### src/pin_glue_pkg.sv
// Constants, register map and carrier types for the serial and parallel pin glue
package pin_glue_pkg;
  // ****************************************************************
  // Clock and timing
  // ****************************************************************
  localparam int unsigned CLK_MHZ = 100;
  localparam int unsigned RST_PULSE_NS = 160;
  localparam int unsigned RST_PULSE_CYC = (RST_PULSE_NS * CLK_MHZ + 999) / 1000;
  localparam int unsigned TERM_HALF_NS = 4000;
  localparam int unsigned TERM_HALF_CYC = (TERM_HALF_NS * CLK_MHZ) / 1000;
  // ****************************************************************
  // Register map (byte addresses)
  // ****************************************************************
  localparam int ADDR_W = 8;
  localparam logic [7:0] OFS_OUT_PORT = 8'h00;
  localparam logic [7:0] OFS_PA_DATA = 8'h04;
  localparam logic [7:0] OFS_PA_DIR = 8'h08;
  localparam logic [7:0] OFS_PB_DATA = 8'h0C;
  localparam logic [7:0] OFS_PB_DIR = 8'h10;
  localparam logic [7:0] OFS_CTRL = 8'h14;
  localparam logic [7:0] OFS_PIN_IN = 8'h18;
  localparam logic [7:0] OFS_STATUS = 8'h1C;
  localparam logic [1:0] RESP_OKAY = 2'h0;
  localparam logic [1:0] RESP_SLVERR = 2'h2;
  // Control bit positions
  localparam int CTL_RST_EN = 0;
  localparam int CTL_PA1_ROUTE = 1;
  localparam int CTL_PA5_ROUTE = 2;
  localparam int CTL_DCD_DAISY = 3;
  localparam int CTL_SYNC_A = 4;
  localparam int CTL_SYNC_B = 5;
  localparam int CTL_EXT_CLK_A = 6;
  localparam int CTL_W = 7;
  // Reset values
  localparam logic [7:0] OUT_PORT_RST = 8'h00;
  localparam logic [7:0] DATA_RST = 8'h00;
  localparam logic [7:0] DIR_RST = 8'h00;
  localparam logic [CTL_W-1:0] CTRL_RST = 7'h00;
  // ****************************************************************
  // Synchronised pin vector layout
  // ****************************************************************
  localparam int SI_TTX = 0;
  localparam int SI_MRX = 1;
  localparam int SI_MTC = 2;
  localparam int SI_MRC = 3;
  localparam int SI_XTC = 4;
  localparam int SI_CD = 5;
  localparam int SI_SYA = 6;
  localparam int SI_PA = 7;
  localparam int SI_PB = 15;
  localparam int SI_TC = 23;
  localparam int SI_TEN = 26;
  localparam int SYNC_W = 27;
  // ****************************************************************
  // Carrier types
  // ****************************************************************
  typedef struct packed {
    logic [7:0] out_port;
    logic [7:0] pa_data;
    logic [7:0] pa_dir;
    logic [7:0] pb_data;
    logic [7:0] pb_dir;
    logic [CTL_W-1:0] ctrl;
    logic rst_flag;
  } regs_t;
  typedef struct packed {
    logic aw_got;
    logic w_got;
    logic [ADDR_W-1:0] waddr;
    logic [31:0] wdata;
    logic [3:0] wstrb;
    logic bvalid;
    logic [1:0] bresp;
    logic rvalid;
    logic [31:0] rdata;
    logic [1:0] rresp;
  } bus_t;
  typedef struct packed {
    logic a_tx_bit;
    logic b_tx_bit;
    logic a_sync_out;
    logic a_sync_oe;
    logic [1:0] irq_req;
  } ser_in_t;
  typedef struct packed {
    logic a_rx_bit;
    logic a_rx_stb;
    logic a_tx_stb;
    logic b_rx_bit;
    logic b_rx_stb;
    logic b_tx_stb;
    logic a_sync_in;
    logic a_dcd;
    logic a_dcd_chg;
    logic b_cts;
    logic b_cts_chg;
    logic b_dcd;
    logic b_dcd_chg;
    logic daisy_en;
  } ser_out_t;
  typedef struct packed {
    logic term_rx;
    logic modem_tx;
    logic sync_out;
    logic sync_oe;
    logic irq_oe;
    logic rst_n;
  } line_t;
  localparam ser_out_t SO_RST = '{a_rx_bit: 1'b1, b_rx_bit: 1'b1, a_dcd: 1'b1,
    b_cts: 1'b1, b_dcd: 1'b1, daisy_en: 1'b1, default: 1'b0};
  localparam line_t LINE_RST = '{term_rx: 1'b1, modem_tx: 1'b1, default: 1'b0};
endpackage : pin_glue_pkg

### src/pin_sync.sv
// Two-stage pin synchroniser with edge detection
`timescale 1ns/1ps
module pin_sync
  import pin_glue_pkg::*;
#(
  parameter int W = 1
)(
  input wire logic ref_clk,
  input wire logic sys_rst,
  input wire logic [W-1:0] pin_in,
  output logic [W-1:0] level,
  output logic [W-1:0] rise,
  output logic [W-1:0] fall
);
  logic [W-1:0] meta_ff, stab_ff, last_ff;
  logic [W-1:0] nxt_meta, nxt_stab, nxt_last;

  // Stage chain: the first stage feeds only the second
  always_comb
  begin
    nxt_meta = pin_in;
    nxt_stab = meta_ff;
    nxt_last = stab_ff;
  end

  // Register the chain; no reset, so it fills with the pin levels while
  // reset is held and an idle-high pin shows no false edge after release
  always_ff @(posedge ref_clk)
  begin
    meta_ff <= nxt_meta;
    stab_ff <= nxt_stab;
    last_ff <= nxt_last;
  end

  // Edges seen on the stable stage only, masked while the chain fills
  assign level = stab_ff;
  assign rise = stab_ff & ~last_ff & ~{W{sys_rst}};
  assign fall = ~stab_ff & last_ff & ~{W{sys_rst}};
endmodule : pin_sync

### src/pin_glue.sv
// Serial and parallel pin glue with AXI4-Lite register access
// Functional notes
// - Serial data lines: high is mark, low is space; idle and reset at mark.
// - Channel A serves terminal port: terminal_tx_in receives, terminal_rx_out transmits.
// - Channel B serves modem port: modem_tx_out transmits, modem_rx_in receives.
// - Sync modem transmit: output changes on falling edge of modem transmit clock.
// - Sync modem receive: sample modem_rx_in on rising edge of modem receive clock.
// - Drive terminal_tx_clk_out; rising edge samples received terminal data at bit centre.
// - Drive terminal_rx_clk_out; rising edge at centre of each transmitted terminal bit.
// - Terminal external clock mode: sample terminal_tx_in on its clock's rising edge.
// - Eight-bit fixed output port from one register, readback returns last written.
// - Parallel A bit 0 programmable as general input or output.
// - Parallel A bit 0 input rising edge with trigger enabled causes system reset.
// - Parallel A bit 1 input, when routed, feeds channel A carrier status.
// - Parallel A bit 5 input, when routed, feeds channel B CTS status.
// - Parallel B offers eight lines, each with its own direction.
// - Parallel B lines 6 and 7 pulled high when inputs, for straps.
// - Carrier detect pin feeds channel B DCD, or the daisy chain enable.
// - Sync A pin tied to channel A sync line, direction from channel.
// - Bit 0 triggered reset drives system_reset_out_n low, only when enabled.
// - Channel interrupts share one open-drain wired-OR request line.
//
// Decided for this implementation: the register offsets and register access over AXI4-Lite.
`timescale 1ns/1ps
module pin_glue
  import pin_glue_pkg::*;
#(
  parameter int TERM_HALF = TERM_HALF_CYC,
  parameter int RST_PULSE = RST_PULSE_CYC
)(
  input wire logic ref_clk,
  input wire logic sys_rst,
  input wire logic [ADDR_W-1:0] s_axi_awaddr,
  input wire logic s_axi_awvalid,
  output logic s_axi_awready,
  input wire logic [31:0] s_axi_wdata,
  input wire logic [3:0] s_axi_wstrb,
  input wire logic s_axi_wvalid,
  output logic s_axi_wready,
  output logic [1:0] s_axi_bresp,
  output logic s_axi_bvalid,
  input wire logic s_axi_bready,
  input wire logic [ADDR_W-1:0] s_axi_araddr,
  input wire logic s_axi_arvalid,
  output logic s_axi_arready,
  output logic [31:0] s_axi_rdata,
  output logic [1:0] s_axi_rresp,
  output logic s_axi_rvalid,
  input wire logic s_axi_rready,
  input wire logic terminal_tx_in,
  output logic terminal_rx_out,
  output logic modem_tx_out,
  input wire logic modem_rx_in,
  input wire logic modem_tx_clk_in,
  input wire logic modem_rx_clk_in,
  output logic terminal_tx_clk_out,
  output logic terminal_rx_clk_out,
  input wire logic terminal_ext_tx_clk_in,
  output logic [7:0] fixed_output_port,
  input wire logic [7:0] par_a_port_in,
  output logic [7:0] par_a_port_out,
  output logic [7:0] par_a_port_oe,
  input wire logic [7:0] par_b_port_in,
  output logic [7:0] par_b_port_out,
  output logic [7:0] par_b_port_oe,
  output logic [1:0] par_b_pullup_en,
  input wire logic carrier_detect_in,
  input wire logic sync_a_pin_in,
  output logic sync_a_pin_out,
  output logic sync_a_pin_oe,
  input wire logic [2:0] test_control_inputs,
  input wire logic test_enable_input,
  output logic irq_n_out,
  output logic irq_n_oe,
  output logic system_reset_out_n,
  input wire ser_in_t ser_in,
  output ser_out_t ser_out
);
  // ****************************************************************
  // Pin synchronisers
  // ****************************************************************
  logic [SYNC_W-1:0] pin_vec, lvl, rse, fll;
  assign pin_vec = {test_enable_input, test_control_inputs, par_b_port_in, par_a_port_in,
    sync_a_pin_in, carrier_detect_in, terminal_ext_tx_clk_in, modem_rx_clk_in,
    modem_tx_clk_in, modem_rx_in, terminal_tx_in};

  // Every pin input crosses two flops before any edge is taken
  pin_sync #(.W(SYNC_W)) u_sync (
    .ref_clk(ref_clk),
    .sys_rst(sys_rst),
    .pin_in(pin_vec),
    .level(lvl),
    .rise(rse),
    .fall(fll)
  );

  regs_t regs_ff, nxt_regs;
  bus_t bus_ff, nxt_bus;
  ser_out_t so_ff, nxt_so;
  line_t line_ff, nxt_line;
  logic [15:0] tcnt_ff, nxt_tcnt;
  logic tclk_ff, nxt_tclk;
  logic [15:0] rcnt_ff, nxt_rcnt;
  logic do_wr, ar_fire, t_wrap, t_rise, t_fall, rst_trig;
  logic sync_a, sync_b, ext_a, a_smp, a_launch, b_smp, b_launch;
  logic [31:0] pin_word;

  assign sync_a = regs_ff.ctrl[CTL_SYNC_A];
  assign sync_b = regs_ff.ctrl[CTL_SYNC_B];
  assign ext_a = regs_ff.ctrl[CTL_EXT_CLK_A];
  assign pin_word = {10'h000, lvl[SI_TEN:SI_TC], lvl[SI_SYA], lvl[SI_CD],
    lvl[SI_PB+7:SI_PB], lvl[SI_PA+7:SI_PA]};

  // ****************************************************************
  // Register access
  // ****************************************************************
  // Lane 0 merge for the byte-wide registers
  function automatic logic [7:0] merge8(input logic [7:0] old, input logic [31:0] d,
                                        input logic [3:0] s);
    merge8 = s[0] ? d[7:0] : old;
  endfunction : merge8

  // Known addresses
  function automatic logic addr_ok(input logic [ADDR_W-1:0] a);
    if (a == OFS_OUT_PORT || a == OFS_PA_DATA || a == OFS_PA_DIR || a == OFS_PB_DATA)
      addr_ok = 1'b1;
    else if (a == OFS_PB_DIR || a == OFS_CTRL || a == OFS_PIN_IN || a == OFS_STATUS)
      addr_ok = 1'b1;
    else
      addr_ok = 1'b0;
  endfunction : addr_ok

  // Read data multiplexer
  function automatic logic [31:0] rd_val(input logic [ADDR_W-1:0] a, input regs_t r,
                                         input logic [31:0] pw);
    if (a == OFS_OUT_PORT)
      rd_val = {24'h000000, r.out_port};
    else if (a == OFS_PA_DATA)
      rd_val = {24'h000000, r.pa_data};
    else if (a == OFS_PA_DIR)
      rd_val = {24'h000000, r.pa_dir};
    else if (a == OFS_PB_DATA)
      rd_val = {24'h000000, r.pb_data};
    else if (a == OFS_PB_DIR)
      rd_val = {24'h000000, r.pb_dir};
    else if (a == OFS_CTRL)
      rd_val = {25'h0000000, r.ctrl};
    else if (a == OFS_PIN_IN)
      rd_val = pw;
    else if (a == OFS_STATUS)
      rd_val = {31'h00000000, r.rst_flag};
    else
      rd_val = 32'h00000000;
  endfunction : rd_val

  assign do_wr = bus_ff.aw_got & bus_ff.w_got & ~bus_ff.bvalid;
  assign ar_fire = s_axi_arvalid & s_axi_arready;
  assign s_axi_awready = ~bus_ff.aw_got & ~bus_ff.bvalid;
  assign s_axi_wready = ~bus_ff.w_got & ~bus_ff.bvalid;
  assign s_axi_arready = ~bus_ff.rvalid;
  assign s_axi_bvalid = bus_ff.bvalid;
  assign s_axi_bresp = bus_ff.bresp;
  assign s_axi_rvalid = bus_ff.rvalid;
  assign s_axi_rdata = bus_ff.rdata;
  assign s_axi_rresp = bus_ff.rresp;

  // Channel handshakes: address and data taken in either order
  always_comb
  begin
    nxt_bus = bus_ff;
    if (s_axi_awvalid && s_axi_awready)
    begin
      nxt_bus.aw_got = 1'b1;
      nxt_bus.waddr = s_axi_awaddr;
    end
    if (s_axi_wvalid && s_axi_wready)
    begin
      nxt_bus.w_got = 1'b1;
      nxt_bus.wdata = s_axi_wdata;
      nxt_bus.wstrb = s_axi_wstrb;
    end
    if (do_wr)
    begin
      nxt_bus.aw_got = 1'b0;
      nxt_bus.w_got = 1'b0;
      nxt_bus.bvalid = 1'b1;
      nxt_bus.bresp = addr_ok(bus_ff.waddr) ? RESP_OKAY : RESP_SLVERR;
    end
    else if (bus_ff.bvalid && s_axi_bready)
      nxt_bus.bvalid = 1'b0;
    if (ar_fire)
    begin
      nxt_bus.rvalid = 1'b1;
      nxt_bus.rdata = rd_val(s_axi_araddr, regs_ff, pin_word);
      nxt_bus.rresp = addr_ok(s_axi_araddr) ? RESP_OKAY : RESP_SLVERR;
    end
    else if (bus_ff.rvalid && s_axi_rready)
      nxt_bus.rvalid = 1'b0;
  end

  // Register writes; the reset event flag sets over a same-cycle clear
  always_comb
  begin
    nxt_regs = regs_ff;
    if (do_wr)
    begin
      if (bus_ff.waddr == OFS_OUT_PORT)
        nxt_regs.out_port = merge8(regs_ff.out_port, bus_ff.wdata, bus_ff.wstrb);
      else if (bus_ff.waddr == OFS_PA_DATA)
        nxt_regs.pa_data = merge8(regs_ff.pa_data, bus_ff.wdata, bus_ff.wstrb);
      else if (bus_ff.waddr == OFS_PA_DIR)
        nxt_regs.pa_dir = merge8(regs_ff.pa_dir, bus_ff.wdata, bus_ff.wstrb);
      else if (bus_ff.waddr == OFS_PB_DATA)
        nxt_regs.pb_data = merge8(regs_ff.pb_data, bus_ff.wdata, bus_ff.wstrb);
      else if (bus_ff.waddr == OFS_PB_DIR)
        nxt_regs.pb_dir = merge8(regs_ff.pb_dir, bus_ff.wdata, bus_ff.wstrb);
      else if (bus_ff.waddr == OFS_CTRL && bus_ff.wstrb[0])
        nxt_regs.ctrl = bus_ff.wdata[CTL_W-1:0];
      else if (bus_ff.waddr == OFS_STATUS && bus_ff.wstrb[0] && bus_ff.wdata[0])
        nxt_regs.rst_flag = 1'b0;
    end
    if (rst_trig)
      nxt_regs.rst_flag = 1'b1;
  end

  // Register bus and software state
  always_ff @(posedge ref_clk)
  begin
    if (sys_rst)
    begin
      bus_ff <= '0;
      regs_ff <= '{out_port: OUT_PORT_RST, pa_data: DATA_RST, pa_dir: DIR_RST,
        pb_data: DATA_RST, pb_dir: DIR_RST, ctrl: CTRL_RST, rst_flag: 1'b0};
    end
    else
    begin
      bus_ff <= nxt_bus;
      regs_ff <= nxt_regs;
    end
  end

  // ****************************************************************
  // Terminal element clock divider
  // ****************************************************************
  assign t_wrap = (tcnt_ff == 16'(TERM_HALF - 1));
  assign t_rise = t_wrap & ~tclk_ff;
  assign t_fall = t_wrap & tclk_ff;

  // Free-running half-period counter
  always_comb
  begin
    nxt_tcnt = t_wrap ? 16'h0000 : tcnt_ff + 16'h0001;
    nxt_tclk = t_wrap ? ~tclk_ff : tclk_ff;
  end

  // Register the divider
  always_ff @(posedge ref_clk)
  begin
    if (sys_rst)
    begin
      tcnt_ff <= 16'h0000;
      tclk_ff <= 1'b0;
    end
    else
    begin
      tcnt_ff <= nxt_tcnt;
      tclk_ff <= nxt_tclk;
    end
  end

  assign terminal_tx_clk_out = tclk_ff;
  assign terminal_rx_clk_out = tclk_ff;

  // ****************************************************************
  // Serial data paths and status routing
  // ****************************************************************
  assign a_smp = sync_a ? (ext_a ? rse[SI_XTC] : t_rise) : 1'b1;
  assign a_launch = sync_a ? t_fall : 1'b1;
  assign b_smp = sync_b ? rse[SI_MRC] : 1'b1;
  assign b_launch = sync_b ? fll[SI_MTC] : 1'b1;

  // Channel-side data, strobes and status lines
  always_comb
  begin
    nxt_so = so_ff;
    nxt_so.a_rx_stb = a_smp;
    nxt_so.a_tx_stb = a_launch;
    nxt_so.b_rx_stb = b_smp;
    nxt_so.b_tx_stb = b_launch;
    if (a_smp)
      nxt_so.a_rx_bit = lvl[SI_TTX];
    if (b_smp)
      nxt_so.b_rx_bit = lvl[SI_MRX];
    nxt_so.a_sync_in = lvl[SI_SYA];
    if (regs_ff.ctrl[CTL_PA1_ROUTE] && !regs_ff.pa_dir[1])
    begin
      nxt_so.a_dcd = lvl[SI_PA+1];
      nxt_so.a_dcd_chg = rse[SI_PA+1] | fll[SI_PA+1];
    end
    else
    begin
      nxt_so.a_dcd = 1'b1;
      nxt_so.a_dcd_chg = 1'b0;
    end
    if (regs_ff.ctrl[CTL_PA5_ROUTE] && !regs_ff.pa_dir[5])
    begin
      nxt_so.b_cts = lvl[SI_PA+5];
      nxt_so.b_cts_chg = rse[SI_PA+5] | fll[SI_PA+5];
    end
    else
    begin
      nxt_so.b_cts = 1'b1;
      nxt_so.b_cts_chg = 1'b0;
    end
    if (regs_ff.ctrl[CTL_DCD_DAISY])
    begin
      nxt_so.b_dcd = 1'b1;
      nxt_so.b_dcd_chg = 1'b0;
      nxt_so.daisy_en = lvl[SI_CD];
    end
    else
    begin
      nxt_so.b_dcd = lvl[SI_CD];
      nxt_so.b_dcd_chg = rse[SI_CD] | fll[SI_CD];
      nxt_so.daisy_en = 1'b1;
    end
  end

  // ****************************************************************
  // Line drivers and reset trigger
  // ****************************************************************
  assign rst_trig = regs_ff.ctrl[CTL_RST_EN] & ~regs_ff.pa_dir[0] & rse[SI_PA];

  // Pin-side drivers and the reset pulse counter
  always_comb
  begin
    nxt_line = line_ff;
    if (a_launch)
      nxt_line.term_rx = ser_in.a_tx_bit;
    if (b_launch)
      nxt_line.modem_tx = ser_in.b_tx_bit;
    nxt_line.sync_out = ser_in.a_sync_out;
    nxt_line.sync_oe = ser_in.a_sync_oe;
    nxt_line.irq_oe = |ser_in.irq_req;
    if (rst_trig)
      nxt_rcnt = 16'(RST_PULSE);
    else if (rcnt_ff != 16'h0000)
      nxt_rcnt = rcnt_ff - 16'h0001;
    else
      nxt_rcnt = 16'h0000;
    nxt_line.rst_n = (nxt_rcnt == 16'h0000);
  end

  // Register lines, channel side and counter
  always_ff @(posedge ref_clk)
  begin
    if (sys_rst)
    begin
      so_ff <= SO_RST;
      line_ff <= LINE_RST;
      rcnt_ff <= 16'h0000;
    end
    else
    begin
      so_ff <= nxt_so;
      line_ff <= nxt_line;
      rcnt_ff <= nxt_rcnt;
    end
  end

  assign ser_out = so_ff;
  assign terminal_rx_out = line_ff.term_rx;
  assign modem_tx_out = line_ff.modem_tx;
  assign sync_a_pin_out = line_ff.sync_out;
  assign sync_a_pin_oe = line_ff.sync_oe;
  assign irq_n_out = 1'b0;
  assign irq_n_oe = line_ff.irq_oe;
  assign system_reset_out_n = line_ff.rst_n;
  assign fixed_output_port = regs_ff.out_port;
  assign par_a_port_out = regs_ff.pa_data;
  assign par_a_port_oe = regs_ff.pa_dir;
  assign par_b_port_out = regs_ff.pb_data;
  assign par_b_port_oe = regs_ff.pb_dir;
  assign par_b_pullup_en = ~regs_ff.pb_dir[7:6];
endmodule : pin_glue

### config.mk
export PLATFORM = sky130hd
export DESIGN_NAME = pin_glue
export DESIGN_NICKNAME = d
export VERILOG_FILES = /design/src/pin_glue_pkg.sv /design/src/pin_sync.sv /design/src/pin_glue.sv
export SDC_FILE = /design/constraint.sdc
export NUM_CORES = 1
export LEC_CHECK = 0
export BUFFER_PORTS_ARGS = -buffer_cell sky130_fd_sc_hd__buf_2
export CELL_PAD_IN_SITES_DETAIL_PLACEMENT = 0
export CELL_PAD_IN_SITES_GLOBAL_PLACEMENT = 1
export CORE_UTILIZATION = 43
export DETAILED_ROUTE_END_ITERATION = 6
export HOLD_SLACK_MARGIN = 0.06
export PLACE_DENSITY = 0.95
export SETUP_SLACK_MARGIN = 0.3
export SLEW_MARGIN = 20
export SYNTH_ARGS = -nofsm -noshare
export SYNTH_HDL_FRONTEND = slang
export SYNTH_SLANG_ARGS = --single-unit
### constraint.sdc
create_clock -name ref_clk -period 3.56 [get_ports ref_clk]
set_input_delay 0.178 -clock ref_clk [delete_from_list [all_inputs] [get_ports ref_clk]]
set_output_delay 0.178 -clock ref_clk [all_outputs]
set_load 0.1 [all_outputs]
Word-level counts from Yosys, hierarchy flattened
Index checks and enable logic that the tools add are counted.
{"block": "classes", "muxes": 36, "n_eq_ne": 21, "n_div": 0, "order_cmp": 0, "n_bitwise": 34, "reduce_logical": 45, "multipliers": 0, "n_addsub": 2, "n_shift": 0}
{"op": "$mux W22", "n": 7}
{"op": "$eq A8 B5 Y1 const B", "n": 8}
{"op": "$and A13 B13 Y13", "n": 4}
{"op": "$not A13 Y13", "n": 3}
{"op": "$eq A8 B4 Y1 const B", "n": 4}
{"op": "$mux W16", "n": 2}
{"op": "$mux W1", "n": 25}
{"op": "$add A16 B1 Y16 const B", "n": 1}
{"op": "$eq A16 B9 Y1 const B", "n": 1}
{"op": "$eq A8 B3 Y1 const B", "n": 2}
{"op": "$logic_not A16 Y1", "n": 1}
{"op": "$logic_not A8 Y1", "n": 2}
{"op": "$reduce_bool A16 Y1", "n": 1}
{"op": "$sub A16 B1 Y16 const B", "n": 1}
{"op": "$not A1 Y1", "n": 14}
{"op": "$reduce_and A7 Y1", "n": 2}
{"op": "$reduce_or A2 Y1", "n": 7}
{"op": "$logic_or A1 B1 Y1", "n": 12}
{"op": "$ne A2 B2 Y1 const B", "n": 6}
{"op": "$and A1 B1 Y1", "n": 9}
{"op": "$logic_and A1 B1 Y1", "n": 9}
{"op": "$reduce_and A8 Y1", "n": 1}
{"op": "$reduce_bool A2 Y1", "n": 4}
{"op": "$reduce_and A6 Y1", "n": 1}
{"op": "7 further kinds", "n": 11}
{"block": "word_totals", "n_memories": 0, "ff_bits": 215, "mem_bits_ro": 0, "output_inout_bits": 106, "latch_bits": 0, "in_bits": 92, "mem_bits_rw": 0, "elab_cells": 181}

Logic depth before layout (Yosys ltp)
{"block": "depth", "depth_word": 12, "ltp_mapped": 12, "ltp_nobuf": 8}

By module
From an unflattened synthesis, not the netlist that was laid out.
{"block": "hier_totals", "cells_unflattened": 926, "area_unflattened_um2": 9068.7}
{"module": "pin_glue", "seq_area_each_um2": 2922.8, "area_each_um2": 6680.2, "instances": 1, "cells_per_inst": 785}
{"module": "pin_sync", "seq_area_each_um2": 1621.6, "area_each_um2": 2388.5, "instances": 1, "cells_per_inst": 141}

Worst setup path before layout
Ideal clock, no wire load.
{"block": "synth_path", "kind": "register -> register", "startpoint": "reg bus_ff (netlist bit s_axi_bvalid)", "endpoint": "reg bus_ff[42] (netlist name)", "setup_ns": 0.132, "required_ns": 3.428, "path_slack_ns": 0.636, "period_less_slack_ns": 2.924, "stages_incl_launch_ff": 5, "arrival_ns": 2.792, "path_cell_list": "dfxtp_1 -> nor2_1 -> nand2_1 -> nand2_1 -> a21oi_1"}
{"block": "synth_between", "elab_chain_len": 3}
{"element": "start, declared", "line_no": "pin_glue.sv:98", "text": "bus_t bus_ff, nxt_bus;"}
{"element": "start signal, assigned", "line_no": "pin_glue.sv:237", "text": "bus_ff <= nxt_bus;"}
{"element": "$not A1 Y1", "line_no": "pin_glue.sv:159", "text": "assign s_axi_wready = ~bus_ff.w_got & ~bus_ff.bvalid;"}
{"element": "$and A1 B1 Y1", "line_no": "pin_glue.sv:159"}
{"element": "via s_axi_wready", "line_no": "pin_glue.sv:39", "text": "output logic s_axi_wready,"}
{"element": "$logic_and A1 B1 Y1", "line_no": "pin_glue.sv:176", "text": "if (s_axi_wvalid && s_axi_wready)"}
The timed path passes the listed nets, and every way through them passes these cells.
A chain may end at the register's enable or synchronous reset.

Worst setup path in the final report
{"block": "layout_path", "startpoint": "reg rcnt_ff[0]", "endpoint": "reg rcnt_ff[2]"}
{"block": "layout_between", "elab_chain_len": 3}
{"element": "start, declared", "line_no": "pin_glue.sv:103", "text": "logic [15:0] rcnt_ff, nxt_rcnt;"}
{"element": "start signal, assigned", "line_no": "pin_glue.sv:367", "text": "rcnt_ff <= nxt_rcnt;"}
{"element": "$sub A16 B1 Y16 / $reduce_bool A16 Y1 (equally long branches)", "line_no": "pin_glue.sv:348, pin_glue.sv:347"}
{"element": "$mux W16 *", "line_no": "pin_glue.sv:347", "text": "else if (rcnt_ff != 16'h0000)"}
{"element": "$mux W16 *", "line_no": "pin_glue.sv:345", "text": "if (rst_trig)"}
Every way passes the cells marked *; elsewhere a longest branch is shown, timed or not.

==> flow_summary.yaml <==
clocking:
  postCtsSetupBuffers: 0
  ctsLongestPathBuffers: 3
  cts-root-buf: "clkbuf_16"
  cts.repair.resized: 0
  clk_latency_ps: 500
  holdBufCountCts: 53
  cts_tree: "built"
  clk_pin_slew_worst_paths_ps: 60
  cts_buffers: 22
  cts.htree.levels: 1
  cts_sinks: 207
floorplan:
  die_x_um: 137.9
  start_util_pct: 44.03
  ioPinCount: 198
  std_cell_rows: 49
  die-area_mm2: 0.01900
  fp.dieH_um: 137.9
  core_area_mm2: 0.01802
sta:
  fin_crit_ps: 2693
  worst_slack_ps: 867.1
  rsz0062_at_grt: "false"
  fin_setup_tns_ps: 0
  skew_ps: 20.55
  hold_viol: 0
  maxSlewHeadroom_pct: 29.59
  period_share_pct: 75.64
  clock.fmax_ghz: 0.3713
  tightest_slew_ps: 1047
  setup_violations: 0
  slew_violations: 0
grt:
  antenna_found_initial: 0
  grt_pass1_wl_um: 29120
  overflow: 0
  grt_max_degree: 78
  grt_pass1_vias: 5741
  grtUsageTotal_pct: 19.57
power_and_ir_drop:
  p_switching_mw: 1.647
  intPower_mw: 4.040
  p_clk_share_pct: 37.8
  power_mw: 5.687
  power_frac_comb_pct: 17.2
  ir_drop_uv: 320.8
  p_per_area_mw_per_mm2: 597.5
  switching_share_pct: 28.96
  p_leak_nw: 4.188
  p_seq_share_pct: 45.0
setup_path:
  cp-start-kind: "flop"
  reg2reg_depth: 8
  max_stage_delay_ps: 650
  critical_path.endpoint: "rcnt_ff[2]"
  crit_fanout: 15
  cp_num_cells: 8
  crit_start: "rcnt_ff[0]"
  r2r-start: "rcnt_ff[0]"
  cp-end-kind: "flop"
  crit_required_ps: 3910
  r2r-end: "rcnt_ff[2]"
  cp_data_arrival_time_ps: 3050
  cp_cell_sequence: "inv_1 -> ha_1 -> or4b_1 -> nor2_8 -> nand2_2 -> o31ai_2 -> or2_1 -> nor2_1"
  path_buf_inv: 1
  path_class: "reg2reg"
  critPathSlowestCell: "or4b_1"
  ff2ff_setup_slack_ps: 870
  critical-path-top-delay-family: "simple AND/OR/NAND/NOR gates"
drt:
  wl_per_cell_um: 15.58
  drt_iter0_drc: 375
  via_per_inst: 5.023
  via_count: 6002
  drt-total-wl_um: 18620
  antenna_left: 0
  drtPass1Iterations: 4
  drc: 0
place:
  dpl.cell_count: 1107
  port_buffers: 157
  dp_slack_ps: 859.4
  gp_congestion: 0.8426
  dp_hpwl_um: 12370
finish:
  area_growth_pct: 19.93
  register_area_mm2: 0.004144
  multi_input_area_mm2: 0.003037
  fin_nets: 1049
  antennaDiodeCount: 0
  instances_no_fill: 1195
  drive_above_1_share_pct: 21.33
  fill_cells: 1640
  utilization_pct: 52.80
status:
  status: "complete, no violations"
yosys:
  yosys-top-cells-count: "207 x dfxtp_1, 129 x nor2_1, 80 x buf_4"
  yosys_warnings: 0
  yosysMostFrequentCell: "dfxtp_1"
  synthArstFlopShare_pct: 0
  synth_area_per_cell_um2: 9.667
  syn_area_mm2: 0.007936
  synth_cell_types: 57
  synthCells: 821
  synth_top_area_share_pct: 52.22
  synth_area_leaders: "dfxtp_1 52%, mux2i_1 7.7%, buf_4 7.6%"
  ys.flop_type: "dfxtp_1"
  synth_seq_cells: 207
  synth_edf_count: 0
  ys_seq_area_share_pct: 52.22
  yosysTopAreaCell: "dfxtp_1"
flow_run:
  max_cap_viol_count: 0
min_path:
  hold_path_class: "in2reg"
==> final cells by class <==
type                            count  share of cell area [%]
Clock inverter                      6                  0.7887
Clock buffer                       29                   6.271
Multi-Input combinational cell    501                   31.90
Sequential cell                   207                   43.54
Inverter                           10                  0.3944
Timing Repair Buffer              213                   14.09
Tap cell                          229                   3.010
==> worst register-to-register path: stages (launching register included) <==
cell     delay (ps)
dfxtp_1         370
inv_1           100
ha_1            380
or4b_1          650
nor2_8          190
nand2_2          80
o31ai_2         200
or2_1           480
nor2_1          110
==> cells in the final DEF, fill, tap and decap left out, types with 3 or more instances in the layout <==
master and instances:
dfxtp_1 207, buf_2 156, nor2_1 129, nand2_1 71
mux2i_1 61, dlygate4sd3_1 53, a21oi_1 37, clkbuf_16 22
xnor2_1 18, a22oi_1 16, nand2b_1 13, conb_1 13
xor2_1 12, and3_1 11, o21ai_0 11, inv_1 10
nor3_1 10, nor2b_1 10, nand3_1 8, o211ai_1 6
or3_1 5, nor4b_1 5, a211oi_1 5, nand3b_1 5
o2111ai_1 5, clkbuf_1 5, nor4_1 4, buf_4 4
nand4_1 3, and2_1 3, o21a_1 3
==> power groups by stage <==
stage          combinational (mW)  sequential [mW]  clock (mW)
6_report                    0.981             2.56        2.15
5_1_grt                      1.08             2.57        2.30
4_1_cts                     0.978             2.56        2.19
3_5_place_dp                0.924             2.60           0
3_3_place_gp                0.913             2.60           0
2_1_floorplan               0.728             2.66           0
==> through the flow <==
step	cell area, um^2	hold WS (ps)
after floorplan	7981	205.7
after global placement	8315	279.8
after detailed placement	8315	281.7
after CTS	9518	158.5
after global routing	9518	199.9
final	9518	166.4
==> flip-flops by register name (all words and copies together) (netlist names), 7 cells and up <==
| signal | cells |
|---|---|
| par_a_port_oe | 8 |
| u_sync.meta_ff | 27 |
| tcnt_ff | 16 |
| ser_out | 14 |
| s_axi_rdata | 22 |
| par_b_port_oe | 8 |
| par_b_port_out | 8 |
| regs_ff | 7 |
| par_a_port_out | 8 |
| rcnt_ff | 16 |
| u_sync.level | 27 |
| bus_ff | 19 |
| fixed_output_port | 8 |
| u_sync.last_ff | 7 |
==> metal layers <==
layer  vias to the layer above  track usage, %  share of wire, %
met4                         0           7.609               3.3
met5                         -               0                 0
li1                       2939               -                 -
met2                       201           30.53                45
met1                      2816           25.85                44
met3                        46           5.007               7.4
==> cells by family after synthesis <==
logic type / share of synthesized area, %
and+or+nand+nor: 17.72
DFF: 52.21
buffers and inverters: 10.17
AOI/OAI and AO/OA: 7.820
muxes: 8.403
xor gates and xnor gates: 3.311
adders and majority gates: 0.3153
other: 0.04725
==> worst min path at each step <==
stage	from	to	slack [ps]	depth (start not counted)
finish	s_axi_awvalid	bus_ff[80]	170	4
global route	s_axi_awvalid	bus_ff[81]	200	4
CTS	s_axi_wvalid	bus_ff[46]	160	4
detailed placement	par_b_port_in[5]	u_sync.meta_ff[20]	280	1
global placement	test_enable_input	u_sync.meta_ff[26]	280	1
floorplan	terminal_tx_in	u_sync.meta_ff[0]	210	0
No activity file was read; power rests on OpenSTA's default activity.
